$ cat config.mk
export PLATFORM = sky130hd
export DESIGN_NAME = flash_onboard_program_modes
export DESIGN_NICKNAME = d
export VERILOG_FILES = /design/src/rtl/flash_prog_pkg.sv /design/src/rtl/flash_prog_if.sv /design/src/rtl/flash_block_decode.sv /design/src/rtl/flash_onboard_program_modes.sv
export SDC_FILE = /design/constraint.sdc
export NUM_CORES = 1
export LEC_CHECK = 0
export BUFFER_PORTS_ARGS = -buffer_cell sky130_fd_sc_hd__buf_2
export CORE_UTILIZATION = 44
export CTS_CLUSTER_SIZE = 24
export DETAILED_ROUTE_END_ITERATION = 7
export GPL_TIMING_DRIVEN = 0
export PLACE_DENSITY = 0.71
export SYNTH_ARGS = -nofsm -noshare
export SYNTH_HDL_FRONTEND = slang
export SYNTH_SLANG_ARGS = --single-unit
$ cat constraint.sdc
create_clock -name clk_sys -period 3.8 [get_ports clk_sys]
set_clock_uncertainty 0.05 [all_clocks]
set_input_delay 0.76 -clock clk_sys [delete_from_list [all_inputs] [get_ports clk_sys]]
set_output_delay 0.76 -clock clk_sys [all_outputs]
set_load 0.05 [all_outputs]
$ cat src/rtl/flash_prog_pkg.sv
// Constants and types for the on-board flash programming control block.
// Assumes a 24-bit byte address space and an 8-bit serial byte stream.
package flash_prog_pkg;
   localparam int unsigned ADDR_W = 24;
   localparam int unsigned NUM_BLOCKS = 8;
   localparam logic [7:0] ERASED_BYTE = 8'hFF;
   localparam logic [23:0] CTRL_PROG_START = 24'hFF_F520;
   localparam logic [23:0] OVERLAP_RAM_BASE = 24'hFF_F000;
   localparam logic [23:0] BOOT_AREA_BASE = 24'hFF_E000;
   localparam logic [15:0] BOOT_ROUTINE_LEN = 16'h0040;
   localparam logic [23:0] OVL_WIN_SIZE = 24'h00_0400;
   localparam int unsigned ID_LEN = 8;
   localparam logic [63:0] ID_CODE = 64'h0123_4567_89AB_CDEF;  // Value is arbitrary.
   localparam logic [2:0] RST_MD = 3'h0;
   localparam logic [15:0] RST_CNT = 16'h0000;
   typedef enum logic [2:0] {
      ST_IDLE = 3'b000, ST_COPY = 3'b001, ST_ERASE = 3'b011, ST_LOAD = 3'b010,
      ST_CHECK = 3'b110, ST_RUN = 3'b111, ST_HALT = 3'b101
   } boot_st_t;
   typedef enum logic [1:0] {
      OP_USER = 2'b00, OP_BOOT = 2'b01, OP_UPROG = 2'b11, OP_NONE = 2'b10
   } op_mode_t;
endpackage

$ cat src/rtl/flash_prog_if.sv
// Interface carrying flash block decode between the control and its decoder.
// Assumes both ends run on the same clock.
`timescale 1ns/1ns
`default_nettype none
interface flash_prog_if;
   logic [23:0] addr;
   logic [7:0]  blk_sel;
   logic        in_flash;
   modport ctrl (output addr, input blk_sel, input in_flash);
   modport dec  (input addr, output blk_sel, output in_flash);
endinterface
`default_nettype wire

$ cat src/rtl/flash_block_decode.sv
// Decoder from flash address to one of eight erase blocks.
// Assumes the flash array starts at address zero and spans 128 kbytes.
`timescale 1ns/1ns
`default_nettype none
module flash_block_decode (
   flash_prog_if.dec bus
);
   always_comb begin
      bus.blk_sel = 8'h00;
      bus.in_flash = (bus.addr[23:17] == 7'h00);
      // Four 1k blocks, one 28k block, three 32k blocks.
      if (bus.in_flash) begin
         if (bus.addr[16:15] != 2'b00)
            bus.blk_sel[4 + bus.addr[16:15]] = 1'b1;
         else if (bus.addr[14:12] != 3'h0)
            bus.blk_sel[4] = 1'b1;
         else
            bus.blk_sel[bus.addr[11:10]] = 1'b1;
      end
   end
endmodule
`default_nettype wire

$ cat src/rtl/flash_onboard_program_modes.sv
// Mode decode, boot loader sequencing, erase gating and overlap RAM steering.
// Assumes pins are asynchronous and serial bytes arrive as one-cycle strobes.
//
// Contract
// - Boot mode erases whole flash to ones.
// - Outside boot, erase whole blocks only.
// - Eight blocks: 3x32k, 1x28k, 4x1k.
// - Programming pins plus reset permit program/erase.
// - Decode write-enable and mode pins into modes.
// - No programming modes in mode six.
// - Mode select bits mirror pins, top inverted.
// - Boot transfer over asynchronous serial channel one.
// - Loader stores received bytes sequentially in RAM.
// - ID match branches to fixed start address.
// - Boot entry copies erase routine to boot area.
// - Emulation reads of chosen block return RAM.
// - Clearing select bit restores real flash access.
// - User mode allows reads, blocks program/erase.
// - Select bit set protects all blocks.
// - Area bits pick one of four 1k windows.
`timescale 1ns/1ns
`default_nettype none
module flash_onboard_program_modes (
   // Clock and reset
   input  wire logic        clk_sys,
   input  wire logic        rstn,
   // Mode pins
   input  wire logic        flash_write_enable_pin,
   input  wire logic        mode_pin_2,
   input  wire logic        mode_pin_1,
   input  wire logic        mode_pin_0,
   // Serial channel received bytes
   input  wire logic        serial_channel_async,
   input  wire logic        serial_rx_valid,
   input  wire logic [7:0]  serial_rx_data,
   input  wire logic [15:0] prog_len,
   // Overlap RAM control
   input  wire logic        overlap_ram_select,
   input  wire logic        overlap_area_bit_hi,
   input  wire logic        overlap_area_bit_lo,
   // Software erase request and CPU access address
   input  wire logic        erase_req,
   input  wire logic [7:0]  erase_blocks,
   input  wire logic        prog_req,
   input  wire logic [23:0] cpu_addr,
   // Mode status
   output logic [2:0]       mode_control_register,
   output logic [1:0]       op_mode,
   output logic             prog_enable,
   // Boot loader RAM writes and branch
   output logic             ram_we,
   output logic [23:0]      ram_addr,
   output logic [7:0]       ram_wdata,
   output logic             branch,
   output logic [23:0]      branch_addr,
   output logic             boot_fail,
   // Flash operations
   output logic             flash_erase_all,
   output logic [7:0]       flash_erase_blk,
   output logic             flash_prog_ok,
   output logic             read_from_ram,
   output logic [23:0]      read_addr
);
   flash_prog_if fif ();
   flash_block_decode u_dec (.bus(fif));

   logic [3:0] pin_s1_r, pin_s2_r;
   // The latch must wait until the second stage holds real pin levels.
   // Latching on the first edge would take the reset value and select user mode.
   logic [1:0] sync_vld_r;
   always_ff @(posedge clk_sys or negedge rstn) begin
      if (!rstn) begin
         pin_s1_r <= 4'h0;
         pin_s2_r <= 4'h0;
         sync_vld_r <= 2'b00;
      end else begin
         pin_s1_r <= {flash_write_enable_pin, mode_pin_2, mode_pin_1, mode_pin_0};
         pin_s2_r <= pin_s1_r;
         sync_vld_r <= {sync_vld_r[0], 1'b1};
      end
   end

   // Mode is latched once after reset release, as the pins must not change afterwards.
   logic latched_r;
   always_ff @(posedge clk_sys or negedge rstn) begin
      if (!rstn) begin
         latched_r <= 1'b0;
         op_mode <= flash_prog_pkg::OP_NONE;
         mode_control_register <= flash_prog_pkg::RST_MD;
         prog_enable <= 1'b0;
      end else if (!latched_r && sync_vld_r[1]) begin
         latched_r <= 1'b1;
         mode_control_register <= {~pin_s2_r[2], pin_s2_r[1:0]};
         if (pin_s2_r[0] && pin_s2_r[3]) begin
            // Mode six has low mode pin 0, so it never reaches here.
            op_mode <= pin_s2_r[2] ? flash_prog_pkg::OP_UPROG
                                   : flash_prog_pkg::OP_BOOT;
            prog_enable <= 1'b1;
         end else begin
            op_mode <= flash_prog_pkg::OP_USER;
            prog_enable <= 1'b0;
         end
      end
   end

   flash_prog_pkg::boot_st_t st_r;
   logic [15:0] cnt_r;
   logic [63:0] id_r;
   always_ff @(posedge clk_sys or negedge rstn) begin
      if (!rstn) begin
         st_r <= flash_prog_pkg::ST_IDLE;
         cnt_r <= flash_prog_pkg::RST_CNT;
         id_r <= 64'h0000_0000_0000_0000;
         ram_we <= 1'b0;
         ram_addr <= 24'h00_0000;
         ram_wdata <= 8'h00;
         branch <= 1'b0;
         branch_addr <= 24'h00_0000;
         boot_fail <= 1'b0;
         flash_erase_all <= 1'b0;
      end else begin
         ram_we <= 1'b0;
         flash_erase_all <= 1'b0;
         case (st_r)
            flash_prog_pkg::ST_IDLE: begin
               if (latched_r && op_mode == flash_prog_pkg::OP_BOOT) begin
                  st_r <= flash_prog_pkg::ST_COPY;
                  cnt_r <= flash_prog_pkg::RST_CNT;
               end
            end
            flash_prog_pkg::ST_COPY: begin
               // Erase routine image goes to its own area, away from the download.
               ram_we <= 1'b1;
               ram_addr <= flash_prog_pkg::BOOT_AREA_BASE + {8'h00, cnt_r};
               ram_wdata <= cnt_r[7:0];
               cnt_r <= cnt_r + 16'h0001;
               if (cnt_r == flash_prog_pkg::BOOT_ROUTINE_LEN - 16'h0001) begin
                  st_r <= flash_prog_pkg::ST_ERASE;
               end
            end
            flash_prog_pkg::ST_ERASE: begin
               flash_erase_all <= 1'b1;
               cnt_r <= flash_prog_pkg::RST_CNT;
               st_r <= flash_prog_pkg::ST_LOAD;
            end
            flash_prog_pkg::ST_LOAD: begin
               if (serial_rx_valid && serial_channel_async) begin
                  ram_we <= 1'b1;
                  ram_addr <= flash_prog_pkg::CTRL_PROG_START + {8'h00, cnt_r};
                  ram_wdata <= serial_rx_data;
                  // The first bytes double as the ID word, the oldest byte ending on top.
                  if (cnt_r < 16'(flash_prog_pkg::ID_LEN)) begin
                     id_r <= {id_r[55:0], serial_rx_data};
                  end
                  cnt_r <= cnt_r + 16'h0001;
                  if (cnt_r + 16'h0001 >= prog_len) begin
                     st_r <= flash_prog_pkg::ST_CHECK;
                  end
               end
            end
            flash_prog_pkg::ST_CHECK: begin
               if (id_r == flash_prog_pkg::ID_CODE) begin
                  branch <= 1'b1;
                  branch_addr <= flash_prog_pkg::CTRL_PROG_START;
                  st_r <= flash_prog_pkg::ST_RUN;
               end else begin
                  boot_fail <= 1'b1;
                  st_r <= flash_prog_pkg::ST_HALT;
               end
            end
            flash_prog_pkg::ST_RUN: st_r <= flash_prog_pkg::ST_RUN;
            flash_prog_pkg::ST_HALT: st_r <= flash_prog_pkg::ST_HALT;
            default: st_r <= flash_prog_pkg::ST_IDLE;
         endcase
      end
   end

   // Software erase and program gating.
   logic protect;
   assign protect = !prog_enable || overlap_ram_select;
   assign fif.addr = cpu_addr;

   always_ff @(posedge clk_sys or negedge rstn) begin
      if (!rstn) begin
         flash_erase_blk <= 8'h00;
         flash_prog_ok <= 1'b0;
      end else begin
         // Only block-wide erase exists; one block at a time is honoured.
         if (erase_req && !protect && $onehot(erase_blocks))
            flash_erase_blk <= erase_blocks;
         else
            flash_erase_blk <= 8'h00;
         flash_prog_ok <= prog_req && !protect && fif.in_flash;
      end
   end

   // Overlap steering for reads.
   // Boot mode never steers, so a download cannot be shadowed by overlap RAM.
   logic [1:0] area;
   logic       hit;
   assign area = {overlap_area_bit_hi, overlap_area_bit_lo};
   assign hit = overlap_ram_select && prog_enable == (op_mode == flash_prog_pkg::OP_UPROG)
                && fif.blk_sel[area] && op_mode != flash_prog_pkg::OP_BOOT;
   always_ff @(posedge clk_sys or negedge rstn) begin
      if (!rstn) begin
         read_from_ram <= 1'b0;
         read_addr <= 24'h00_0000;
      end else if (hit) begin
         read_from_ram <= 1'b1;
         read_addr <= flash_prog_pkg::OVERLAP_RAM_BASE + {14'h0000, cpu_addr[9:0]};
      end else begin
         read_from_ram <= 1'b0;
         read_addr <= cpu_addr;
      end
   end
endmodule
`default_nettype wire

# After elaboration in Yosys (flattened, before gate mapping)
# Cells that the tools add are included.
[op_classes] addsub=12 magnitude_cmp=7 eq_ne=17 n_mux=31 bitwise_logic=2 n_reduce_logical=29
[ops] operator="== test 64 x 57 -> 1 bit (second input constant)" count=1
[ops] operator="one-hot mux 16 bit (4 select lines)" count=1
[ops] operator="2-to-1 mux 24 bit" count=2
[ops] operator="one-hot mux 24 bit (2 select lines)" count=1
[ops] operator="greater-or-equal comparator 32 x 1 -> 1 bit (second input constant)" count=1
[ops] operator="less-than comparator 32 x 4 -> 1 bit (second input constant)" count=1
[ops] operator="2-to-1 mux 16 bit" count=2
[ops] operator="one-hot mux 3 bit (7 select lines)" count=1
[ops] operator="adder 13 x 17 -> 18 bit (first input constant)" count=1
[ops] operator="adder 14 x 17 -> 18 bit (first input constant)" count=1
[ops] operator="adder 16 x 1 -> 16 bit (second input constant)" count=1
[ops] operator="== test 16 x 6 -> 1 bit (second input constant)" count=1
[ops] operator="greater-or-equal comparator 16 bit" count=1
[ops] operator="less-than comparator 16 x 4 -> 1 bit (second input constant)" count=1
[ops] operator="2-to-1 mux 8 bit" count=2
[ops] operator="one-hot mux 8 bit (2 select lines)" count=1
[ops] operator="adder 13 x 11 -> 14 bit (first input constant)" count=1
[ops] operator="logical AND 1 bit" count=13
[ops] operator="2-to-1 mux 3 bit" count=4
[ops] operator="2-to-1 mux 4 bit" count=3
[ops] operator="== test 3 bit (second input constant)" count=3
[ops] operator="adder 1 x 1 -> 2 bit" count=4
[ops] operator="less-than comparator 2 x 4 -> 1 bit (second input constant)" count=2
[ops] operator="!= test 2 bit (second input constant)" count=4
[ops] operator="other kinds (28)" count=45
[totals] regBits=171 inputBits=69 output_inout_bits=100 word_cells=119

# Longest topological paths before layout
# Gate-level depths: netlist of the first run.
[depth] word_depth=12 ltp_mapped=12 depth_no_buf=12

# By module
# Synthesis of the first run repeated with hierarchy kept, for this count alone.
[unflattened] hier_cells=667 area_unflattened_um2=7858.8
[by_module_without_submodules] module="flash_onboard_program_modes" instances=1 cells_per_inst=647 area_per_inst_um2=7742.4 seq_area_each_um2=4080.2
[by_module_without_submodules] module="flash_block_decode" instances=1 cells_per_inst=20 area_per_inst_um2=116.4 seq_area_each_um2=0.0

# Worst setup path after synthesis of the first run
# No wires, ideal clock.
[synth_timing] path_type="input -> register" startpoint="in erase_blocks[0]" endpoint="reg flash_erase_blk[0]" setup_ns=0.068 arrival_time_ns=3.973 t_required_ns=3.682 path_slack_ns=-0.291 cell_stages=12 path_buffers=0 path_cell_list="fa_1 > inv_1 > fa_1 > fa_1 > inv_1 > ha_1 > inv_1 > fa_1 > a2111oi_0 > a21oi_1 > nor4b_1 > and2_1"
[synth_via] elab_chain_cells=6
[synth_lines] element="from (decl)" line="flash_onboard_program_modes.sv:43" source="input wire logic [7:0] erase_blocks,"
[synth_lines] element="adder 1 x 1 -> 2 bit (implied by the code)" line="flash_onboard_program_modes.sv:189" source="if (erase_req && !protect && $onehot(erase_blocks))"
[synth_lines] element="adder 2 x 2 -> 3 bit (implied by the code)" line="flash_onboard_program_modes.sv:189"
[synth_lines] element="adder 3 x 3 -> 4 bit (implied by the code)" line="flash_onboard_program_modes.sv:189"
[synth_lines] element="== test 4 x 1 -> 1 bit" line="flash_onboard_program_modes.sv:189"
[synth_lines] element="logical AND 1 bit" line="flash_onboard_program_modes.sv:189"
[synth_lines] element="2-to-1 mux 8 bit *" line="flash_onboard_program_modes.sv:189"
[synth_lines] element="to (signal assigned)" line="flash_onboard_program_modes.sv:190" source="flash_erase_blk <= erase_blocks;"
[synth_lines] element="to (decl)" line="flash_onboard_program_modes.sv:59" source="output logic [7:0] flash_erase_blk,"
# Mark *: on every way between the ends. The rest lies on a longest branch, timed or not.
# A chain may end at the register's enable or synchronous reset.

# Worst setup path after layout of the first run
[layout_timing] startpoint="in erase_blocks[0]" endpoint="reg flash_erase_blk[1]"
[layout_via] elab_chain_cells=6
[layout_lines] element="adder 1 x 1 -> 2 bit (implied by the code)" line="flash_onboard_program_modes.sv:189"
[layout_lines] element="adder 2 x 2 -> 3 bit (implied by the code)" line="flash_onboard_program_modes.sv:189"
[layout_lines] element="adder 3 x 3 -> 4 bit (implied by the code)" line="flash_onboard_program_modes.sv:189"
[layout_lines] element="== test 4 x 1 -> 1 bit" line="flash_onboard_program_modes.sv:189"
[layout_lines] element="logical AND 1 bit" line="flash_onboard_program_modes.sv:189"
[layout_lines] element="2-to-1 mux 8 bit" line="flash_onboard_program_modes.sv:189"
# Every way passes these cells.

==> flow_summary.json, run 1 <==
{
  "status": "finished clean",
  "rr_worst_depth": 11,
  "drt-total-wl_um": 16800,
  "initial_core_util_pct": 45.6,
  "layout_commonest_cell": "buf_2",
  "rsz0062_at_grt": "no",
  "avgSynthCellArea_sq_um": 11.5,
  "routedWlPerCell_um": 15.5,
  "clockBufferDepth": 2,
  "endpoint_kind": "register",
  "first_global_vias": 5471,
  "reg2reg_slack_ns": 0.48,
  "grt_overflow": 0,
  "worst-setup-path-type": "in -> reg",
  "placedCellCount": 1053,
  "peakVddDrop_mv": 0.384,
  "finalSetupViolations": 0,
  "io_pins": 169,
  "clk_pin_slew_ns": 0.06,
  "preCtsSetupSlack_ns": -0.462,
  "via_per_inst": 5.07,
  "hp-class": "in -> async",
  "fmax_mhz": 277,
  "syn2layout_area_growth_pct": 23.8,
  "final_cell_mix": "172 x buf_2, 162 x dfrtp_1, 66 x mux2_2, 61 x nand2_1, 37 x o21ai_0",
  "track_usage_pct": 20.1,
  "insertion_delay_ns": 0.42,
  "reg2reg_from": "cnt_r[0]",
  "core_area_sq_um": 16800,
  "critPathMaxFanout": 6,
  "nNetsFinal": 951,
  "grt_pass1_wl_um": 28000,
  "synth_warnings": 0,
  "fin_crit_sh_pct": 95.0,
  "drc": 0,
  "startpoint_type": "input pin",
  "synth_cells": 665,
  "antenna_found_initial": 0,
  "die_area_sq_um": 17900,
  "cts-root-buf": "clkbuf_16",
  "ys_ff_latch": 163,
  "synth.cell_area_sq_um": 7640,
  "num_vias": 5508,
  "p_leak_nw": 4.89,
  "clkSinkCount": 163,
  "synth_edf_count": 0,
  "slew_headroom_pct": 63.1,
  "endpoint": "flash_erase_blk[1]",
  "reg2reg_to": "st_r[2]",
  "hold_viol_final": 0,
  "min_period_ns": 3.61,
  "dp_hpwl_um": 12300,
  "port_buffers": 159,
  "numCtsBuffers": 17,
  "startpoint": "erase_blocks[0]",
  "drive_above_1_share_pct": 39.3,
  "rows": 47,
  "fp.dieH_um": 134,
  "utilization_pct": 56.4,
  "firstDrtPassIters": 4,
  "async_flop_share_pct": 100,
  "dr.first_iter.drc_count": 228,
  "die_x_um": 134,
  "hold_slack_ns": 0.224,
  "synth_flop_cell": "dfrtp_1",
  "grt_max_degree": 97,
  "yosys.cell_types.count": 61,
  "p_per_area_nw_per_um2": 563,
  "maxCapViolCount": 0,
  "critical_path_arrival_ns": 3.92,
  "drtAntennaViolNets": 0,
  "slew_violations": 0,
  "cts_max_level": 4,
  "p_total_mw": 5.32,
  "synth-seq-area-share_pct": 53.4,
  "tightest_slew_ns": 0.554,
  "setup_ws_ns": 0.189,
  "finalWeightedCongestion": 0.856,
  "fin_cells": 1087,
  "critPathRequiredTime_ns": 4.11,
  "cts_tree": "done"
}
state kept, by name, indices dropped and copies added (netlist names):
name                   cells
id_r                      64
read_addr                 24
ram_addr                  18
cnt_r                     16
flash_erase_blk            8
ram_wdata                  8
pin_s1_r                   4
pin_s2_r                   4
mode_control_register      3
st_r                       3
op_mode                    2
sync_vld_r                 2
boot_fail                  1
branch                     1
flash_erase_all            1
flash_prog_ok              1
latched_r                  1
ram_we                     1
read_from_ram              1
what timing repair did:
action,in CTS,in global routing
endpoints found under the setup margin,3,8
pin swaps,0,2
gates resized for setup,1,0
setup buffers,0,1
hold buffers,0,0
cell type report:
class | count | area, sq um
fillers | 1441 | 7300
flip-flops and latches | 163 | 4080
multi-input cells | 410 | 3060
repair buffers | 161 | 841
clock buffers | 20 | 467
plain buffers | 65 | 425
well taps | 220 | 275
clock inverters | 11 | 171
inverters | 35 | 131
diodes | 2 | 5.00
cell families (layout without fill, tap and decap cells):
family	after synthesis	in the layout	synth area share, %
other	2	12	0.0983
adder cells (fa/ha/maj)	29	29	5.14
AND/OR/NAND/NOR	186	186	13.7
flip-flops	163	163	53.4
AO/OA/AOI/OAI	87	87	6.81
buffers and inverters	100	292	7.29
XOR/XNOR	25	25	2.87
multiplexers	73	73	10.6
per-layer routing:
layer,part of all wire [%],global-route usage [%]
met2,45,30.6
met3,8.2,6.16
met1,46,27.6
met4,0.96,6.38
met5,0,0
stage by stage:
stage	TNS (ns)	area, sq um
after floorplan	-0.00101	7690
after global placement	-98.90	8760
after detailed placement	-3.60	8800
after CTS	0	9440
after global routing	0	9450
final	0	9460
worst min-delay path by stage:
stage / end / slack (ns) / depth (start not counted)
final: cnt_r[11] / 0.22 / 1
after floorplan: pin_s2_r[0] / 0.28 / 0
after CTS: cnt_r[11] / 0.24 / 1
after global placement: sync_vld_r[1] / 0.28 / 0
after detailed placement: sync_vld_r[1] / 0.28 / 0
after global routing: cnt_r[11] / 0.26 / 1
where the power goes:
group | leakage [nW] | switching [mW] | internal, mW | total [mW]
clock network | 0.309 | 0.698 | 1.15 | 1.85
logic | 2.46 | 1.06 | 0.421 | 1.48
registers | 2.13 | 0.107 | 1.89 | 1.99
total | 4.89 | 1.86 | 3.46 | 5.32
worst max-delay path, cell delays in order:
cell,delay (ns)
buf_2,0.12
fa_1,0.52
inv_1,0.05
fa_1,0.50
fa_1,0.41
inv_1,0.07
ha_2,0.18
inv_1,0.05
fa_2,0.34
a2111oi_2,0.21
a21oi_1,0.11
nor4b_4,0.29
buf_4,0.18
and2_1,0.13
cell usage after synthesis (14+ instances only):
| library cell | n | area [sq um] |
|---|---|---|
| a21oi_1 | 18 | 90.1 |
| buf_4 | 31 | 233 |
| nand2_1 | 61 | 229 |
| buf_2 | 14 | 70.1 |
| dfrtp_1 | 162 | 4050 |
| or2_2 | 15 | 93.8 |
| ha_1 | 25 | 313 |
| inv_1 | 35 | 131 |
| mux2_2 | 66 | 743 |
| nor2_1 | 20 | 75.1 |
| o21ai_0 | 37 | 185 |
| xnor2_1 | 18 | 158 |
No activity file was read; power rests on OpenSTA's default activity.
==> run 2, diff against run 1 <==
- CORE_MARGIN: unset -> 2
==> run 2 against run 1 <==
Against the previous run:
- combinational power about the same
- register-to-register slack got worse by 0.20 ns
- worst hold slack improved by 0.056 ns
- sequential power about the same
- setup slack got worse by 0.020 ns
- final cell count unchanged
- non-clock buffer count unchanged
- fmax decreased by 0.54%
- total power decreased by 4.4%
- count of clock-buffer cells in the layout increased by 4
- critical path type unchanged
- highest routed layer unchanged
==> flow_summary.json, run 2 (synthesis results as in run 1) <==
{
  "status": "finished clean",
  "critPathMaxFanout": 7,
  "fmax_mhz": 275,
  "slew_headroom_pct": 53.2,
  "numCtsBuffers": 17,
  "drtAntennaViolNets": 0,
  "fillers": 1504,
  "path_cells": "buf_2 > fa_1 > inv_1 > fa_1 > fa_1 > inv_1 > ha_2 > inv_1 > fa_2 > a2111oi_2 > a21oi_1 > nor4b_4 > buf_4 > and2_1",
  "p_comb_share_pct": 29.6,
  "dp_hpwl_um": 12600,
  "finalSetupViolations": 0,
  "die_x_um": 136,
  "cts_hold_buf": 0,
  "hp-class": "in -> async",
  "slowest_stage": "fa_1",
  "syn2layout_area_growth_pct": 22.3,
  "place_area_sq_um": 8800,
  "cts_tree": "done",
  "insertion_delay_ns": 0.42,
  "via_per_inst": 5.12,
  "placedCellCount": 1058,
  "routedWlPerCell_um": 15.9,
  "drt-total-wl_um": 17300,
  "num_vias": 5570,
  "antenna_found_initial": 1,
  "switching_share_pct": 36.4,
  "track_usage_pct": 19.7,
  "seq_power_share_pct": 39.5,
  "rows": 48,
  "busiest_layer": "met2",
  "slew_violations": 0,
  "p_leak_nw": 4.84,
  "rsz0062_at_grt": "no",
  "fin_cells": 1087,
  "p_int_mw": 3.23,
  "gr-usage-met1_pct": 27.0,
  "clkPwrFrac_pct": 30.9,
  "utilization_pct": 54.6,
  "critical_path_arrival_ns": 3.94,
  "grt_pass1_wl_um": 28200,
  "dr.first_iter.drc_count": 420,
  "die_area_sq_um": 18400,
  "nNetsFinal": 951,
  "endpoint_kind": "register",
  "firstDrtPassIters": 5,
  "clkSinkCount": 163,
  "fp.dieH_um": 136,
  "io_pins": 169,
  "tightest_slew_ns": 0.702,
  "layout_commonest_cell": "buf_2",
  "startpoint_type": "input pin",
  "critical-path-max-stage-delay_ns": 0.52,
  "cts_max_level": 4,
  "clk_pin_slew_ns": 0.06,
  "regMostFlops": "id_r",
  "grtUsageMet3_pct": 6.10,
  "largest_reg_flops": 64,
  "n_antenna_cell": 0,
  "design_area_sq_um": 9340,
  "worst-setup-path-type": "in -> reg",
  "finalWeightedCongestion": 0.842,
  "maxCapViolCount": 0,
  "cts-root-buf": "clkbuf_16",
  "p_per_area_nw_per_um2": 544,
  "grt_overflow": 0,
  "core_area_sq_um": 17100,
  "drive_above_1_share_pct": 38.5,
  "hold_viol_final": 0,
  "use_met2_pct": 30.0,
  "initial_core_util_pct": 44.6,
  "grt_max_degree": 92,
  "first_global_vias": 5508,
  "port_buffers": 159,
  "final_cell_mix": "172 x buf_2, 162 x dfrtp_1, 66 x mux2_2, 61 x nand2_1, 37 x o21ai_0",
  "power_switching_mw": 1.85,
  "fin_crit_sh_pct": 95.5,
  "critPathRequiredTime_ns": 4.11,
  "drc": 0,
  "top_regs": "id_r (64), read_addr (24), ram_addr (18)",
  "min_period_ns": 3.63,
  "clockBufferDepth": 2,
  "peakVddDrop_mv": 0.387
}
==> run 2: routing by layer <==
layer | wire length [um] | vias to the layer above
li1 | - | 2626
met1 | 7810 | 2683
met2 | 7910 | 230
met3 | 1390 | 31
met4 | 216 | 0
met5 | 0 | -
==> run 2: area by class of cell <==
class / instances / area, sq um / share of cell area, %
clock buffers: 24 / 472 / 5.05
well taps: 225 / 282 / 3.01
repair buffers: 161 / 841 / 9.00
clock inverters: 4 / 52.6 / 0.562
multi-input cells: 410 / 3060 / 32.7
flip-flops and latches: 163 / 4080 / 43.7
inverters: 35 / 131 / 1.41
plain buffers: 65 / 425 / 4.55
==> run 2: stage by stage <==
step / hold slack, ns / power [mW] / TNS, ns / setup slack (ns)
final: 0.281 / 5.08 / 0 / 0.169
after global routing: 0.310 / 5.33 / 0 / 0.0318
after CTS: 0.299 / 5.11 / 0 / 0.116
after detailed placement: 0.286 / 3.53 / -3.44 / -0.455
after global placement: 0.282 / 3.50 / -99.86 / -0.605
after floorplan: 0.281 / 3.08 / -0.00101 / -0.00101
==> run 2: path summary, 6_finish.rpt <==
kind	startpoint	end	slack, ns	depth (start not counted)
worst min register to register	pin_s1_r[1]	pin_s2_r[1]	0.30	0
max in group asynchronous	rstn	op_mode[1]	2.59	2
min in group clk_sys	pin_s1_r[1]	pin_s2_r[1]	0.30	0
worst max register to register	cnt_r[0]	st_r[2]	0.28	11
worst max-delay path	erase_blocks[0]	flash_erase_blk[6]	0.17	14
worst min-delay path	rstn	read_addr[2]	0.28	1
==> run 2: worst max-delay path, delay by kind of cell <==
family	cells	cell delay, ns
and+or+nand+nor	2	0.42
AOI/OAI and AO/OA	2	0.34
buffers and inverters	5	0.47
adders and majority gates	5	1.95
==> run 2: power groups by stage <==
stage / sequential [mW] / clock [mW] / combinational, mW
2_1_floorplan: 2.37 / 0 / 0.711
3_3_place_gp: 2.03 / 0 / 1.47
3_5_place_dp: 2.04 / 0 / 1.49
4_1_cts: 2.01 / 1.60 / 1.50
5_1_grt: 2.02 / 1.68 / 1.63
6_report: 2.01 / 1.57 / 1.50
==> run 2: timing repair <==
| item | in CTS | in global routing |
|---|---|---|
| gates resized for setup | 1 | 0 |
| setup endpoints to repair | 2 | 8 |
| buffers inserted | 0 | 1 |
| pin swaps | 0 | 1 |
| hold endpoints to repair | 0 | 0 |
==> run 3, diff against run 2 <==
- RECOVER_POWER: unset -> 50
- SETUP_SLACK_MARGIN: unset -> 0.3
==> run 3 against run 2 <==
Against the previous run:
- die area unchanged
- count of clock-buffer cells in the layout decreased by 5
- routed wire length decreased by 2.6%
- highest routed layer unchanged
- combinational power about the same
- fmax increased by 4.4%
- first-iteration DRC count decreased by 41%
- worst hold slack improved by 0.016 ns
- total power increased by 2.9%
- clock power increased by 11%
- the flow now finishes with violations (max-capacitance violations, max-slew violations)
- global-route usage decreased by 0.16 points
- register-to-register slack improved by 0.28 ns
- flip-flop and latch count unchanged
==> flow_summary.json, run 3 (synthesis results as in run 1) <==
{
  "status": "finished, violations left",
  "violations": "max-capacitance violations, max-slew violations",
  "cts-root-buf": "clkbuf_16",
  "design_area_sq_um": 9430,
  "hold_slack_ns": 0.297,
  "clk_pin_slew_ns": 0.06,
  "critical_path_arrival_ns": 3.79,
  "p_int_mw": 3.33,
  "grt_pass1_wl_um": 28000,
  "cts_tree": "done",
  "clockBufferDepth": 2,
  "firstDrtPassIters": 5,
  "antenna_found_initial": 0,
  "reg2reg_from": "cnt_r[0]",
  "routedWlPerCell_um": 15.4,
  "syn2layout_area_growth_pct": 23.4,
  "first_global_vias": 5462,
  "top_regs": "id_r (64), read_addr (24), ram_addr (18)",
  "layout_commonest_cell": "dfrtp_1",
  "endpoint_kind": "register",
  "clkSinkCount": 163,
  "cts_max_level": 4,
  "maxCapViolCount": 1,
  "core_area_sq_um": 17100,
  "slew_violations": 42,
  "hold_viol_final": 0,
  "slowest_stage": "fa_1",
  "place_area_sq_um": 8800,
  "peakVddDrop_mv": 0.368,
  "switching_share_pct": 36.4,
  "insertion_delay_ns": 0.42,
  "dp_hpwl_um": 12300,
  "critPathBufInv": 5,
  "fmax_mhz": 288,
  "p_total_mw": 5.23,
  "clkPwrFrac_pct": 33.4,
  "critPathRequiredTime_ns": 4.12,
  "die_x_um": 136,
  "path_cells": "buf_6 > fa_1 > inv_1 > fa_1 > fa_1 > inv_2 > ha_4 > inv_2 > fa_2 > a2111oi_4 > a21oi_2 > nor4b_4 > buf_4 > and2_4",
  "slew_headroom_pct": -38.5,
  "initial_core_util_pct": 44.6,
  "finalSetupViolations": 0,
  "startpoint_type": "input pin",
  "io_pins": 169,
  "fin_cells": 1093,
  "port_buffers": 159,
  "startpoint": "erase_blocks[0]",
  "fin_crit_sh_pct": 91.5,
  "min_period_ns": 3.48,
  "critPathMaxFanout": 8,
  "worst-setup-path-type": "in -> reg",
  "p_leak_nw": 4.84,
  "drtAntennaViolNets": 0,
  "placedCellCount": 1058,
  "crit_family": "adder cells",
  "min-delay-start": "pin_s1_r[3]",
  "finalWeightedCongestion": 0.826,
  "rsz0062_at_grt": "yes",
  "critical-path-max-stage-delay_ns": 0.52,
  "seq_power_share_pct": 38.1,
  "regMostFlops": "id_r",
  "num_vias": 5442,
  "drive_above_1_share_pct": 38.3,
  "largest_reg_flops": 64,
  "grt_max_degree": 124,
  "numCtsBuffers": 17,
  "die_area_sq_um": 18400,
  "rows": 48,
  "cp_common_cell": "fa_1",
  "drc": 0,
  "p_per_area_nw_per_um2": 555,
  "power_switching_mw": 1.90,
  "p_comb_share_pct": 28.5,
  "fp.dieH_um": 136,
  "grt_overflow": 0,
  "hp-class": "reg -> reg",
  "via_per_inst": 4.98,
  "dr.first_iter.drc_count": 248,
  "drt-total-wl_um": 16900,
  "tightest_slew_ns": 2.08,
  "track_usage_pct": 19.5,
  "final_cell_mix": "162 x dfrtp_1, 158 x buf_2, 66 x mux2_2, 61 x nand2_1, 37 x o21ai_0",
  "nNetsFinal": 953,
  "reg2reg_slack_ns": 0.56
}
[run 3: cell count changes in the layout (fill, tap and decap cells not counted), moves of 2 or more]
cell,previous run,this run
clkbuf_1,16,25
buf_2,172,158
inv_6,1,4
buf_6,6,8
inv_2,0,2
inv_8,0,2
buf_4,32,34
inv_1,35,33
[run 3: area by class of cell]
type / count / area [sq um]
flip-flops and latches: 163 / 4080
well taps: 225 / 282
clock buffers: 19 / 453
plain buffers: 65 / 422
diodes: 1 / 2.50
repair buffers: 163 / 822
fillers: 1498 / 7690
clock inverters: 12 / 145
multi-input cells: 410 / 3090
inverters: 35 / 131
[run 3: path summary, 6_finish.rpt]
check,cells past startpoint,end
min in group asynchronous,1,flash_erase_blk[0]
worst min-delay path,0,pin_s2_r[3]
worst max register to register,11,st_r[2]
max in group asynchronous,2,id_r[42]
worst max-delay path,14,flash_erase_blk[4]
worst min register to register,0,pin_s2_r[3]
[run 3: per-layer routing]
metal  share of wire (%)  global-route usage, %  up-vias
met4                 1.8                   6.83        0
met1                  46                   26.9     2586
met5                   0                      0        -
met2                  44                   29.3      197
met3                 8.4                   5.91       23
li1                    -                      -     2636
[run 3: what timing repair did]
item,CTS,global route
setup endpoints to repair,8,8
hold buffers,0,0
gates resized for setup,5,2
hold endpoints to repair,0,0
pin swaps,1,0
setup buffers,1,2
[run 3: power by group through the flow]
| stage | Clock, mW | Combinational [mW] | Sequential [mW] |
|---|---|---|---|
| after floorplan | 0 | 0.712 | 2.37 |
| after global placement | 0 | 1.45 | 2.02 |
| after detailed placement | 0 | 1.48 | 2.03 |
| after CTS | 1.78 | 1.50 | 1.99 |
| after global routing | 1.86 | 1.63 | 2.01 |
| final | 1.75 | 1.49 | 1.99 |
[run 3: through the flow]
step	setup TNS, ns	util [%]	worst slack [ns]
3_3_place_gp	-94.69	51.2	-0.584
4_1_cts	0	55.2	0.310
5_1_grt	0	55.1	0.216
2_1_floorplan	0	-	0.0116
3_5_place_dp	-3.32	51.4	-0.422
6_report	0	55.1	0.324
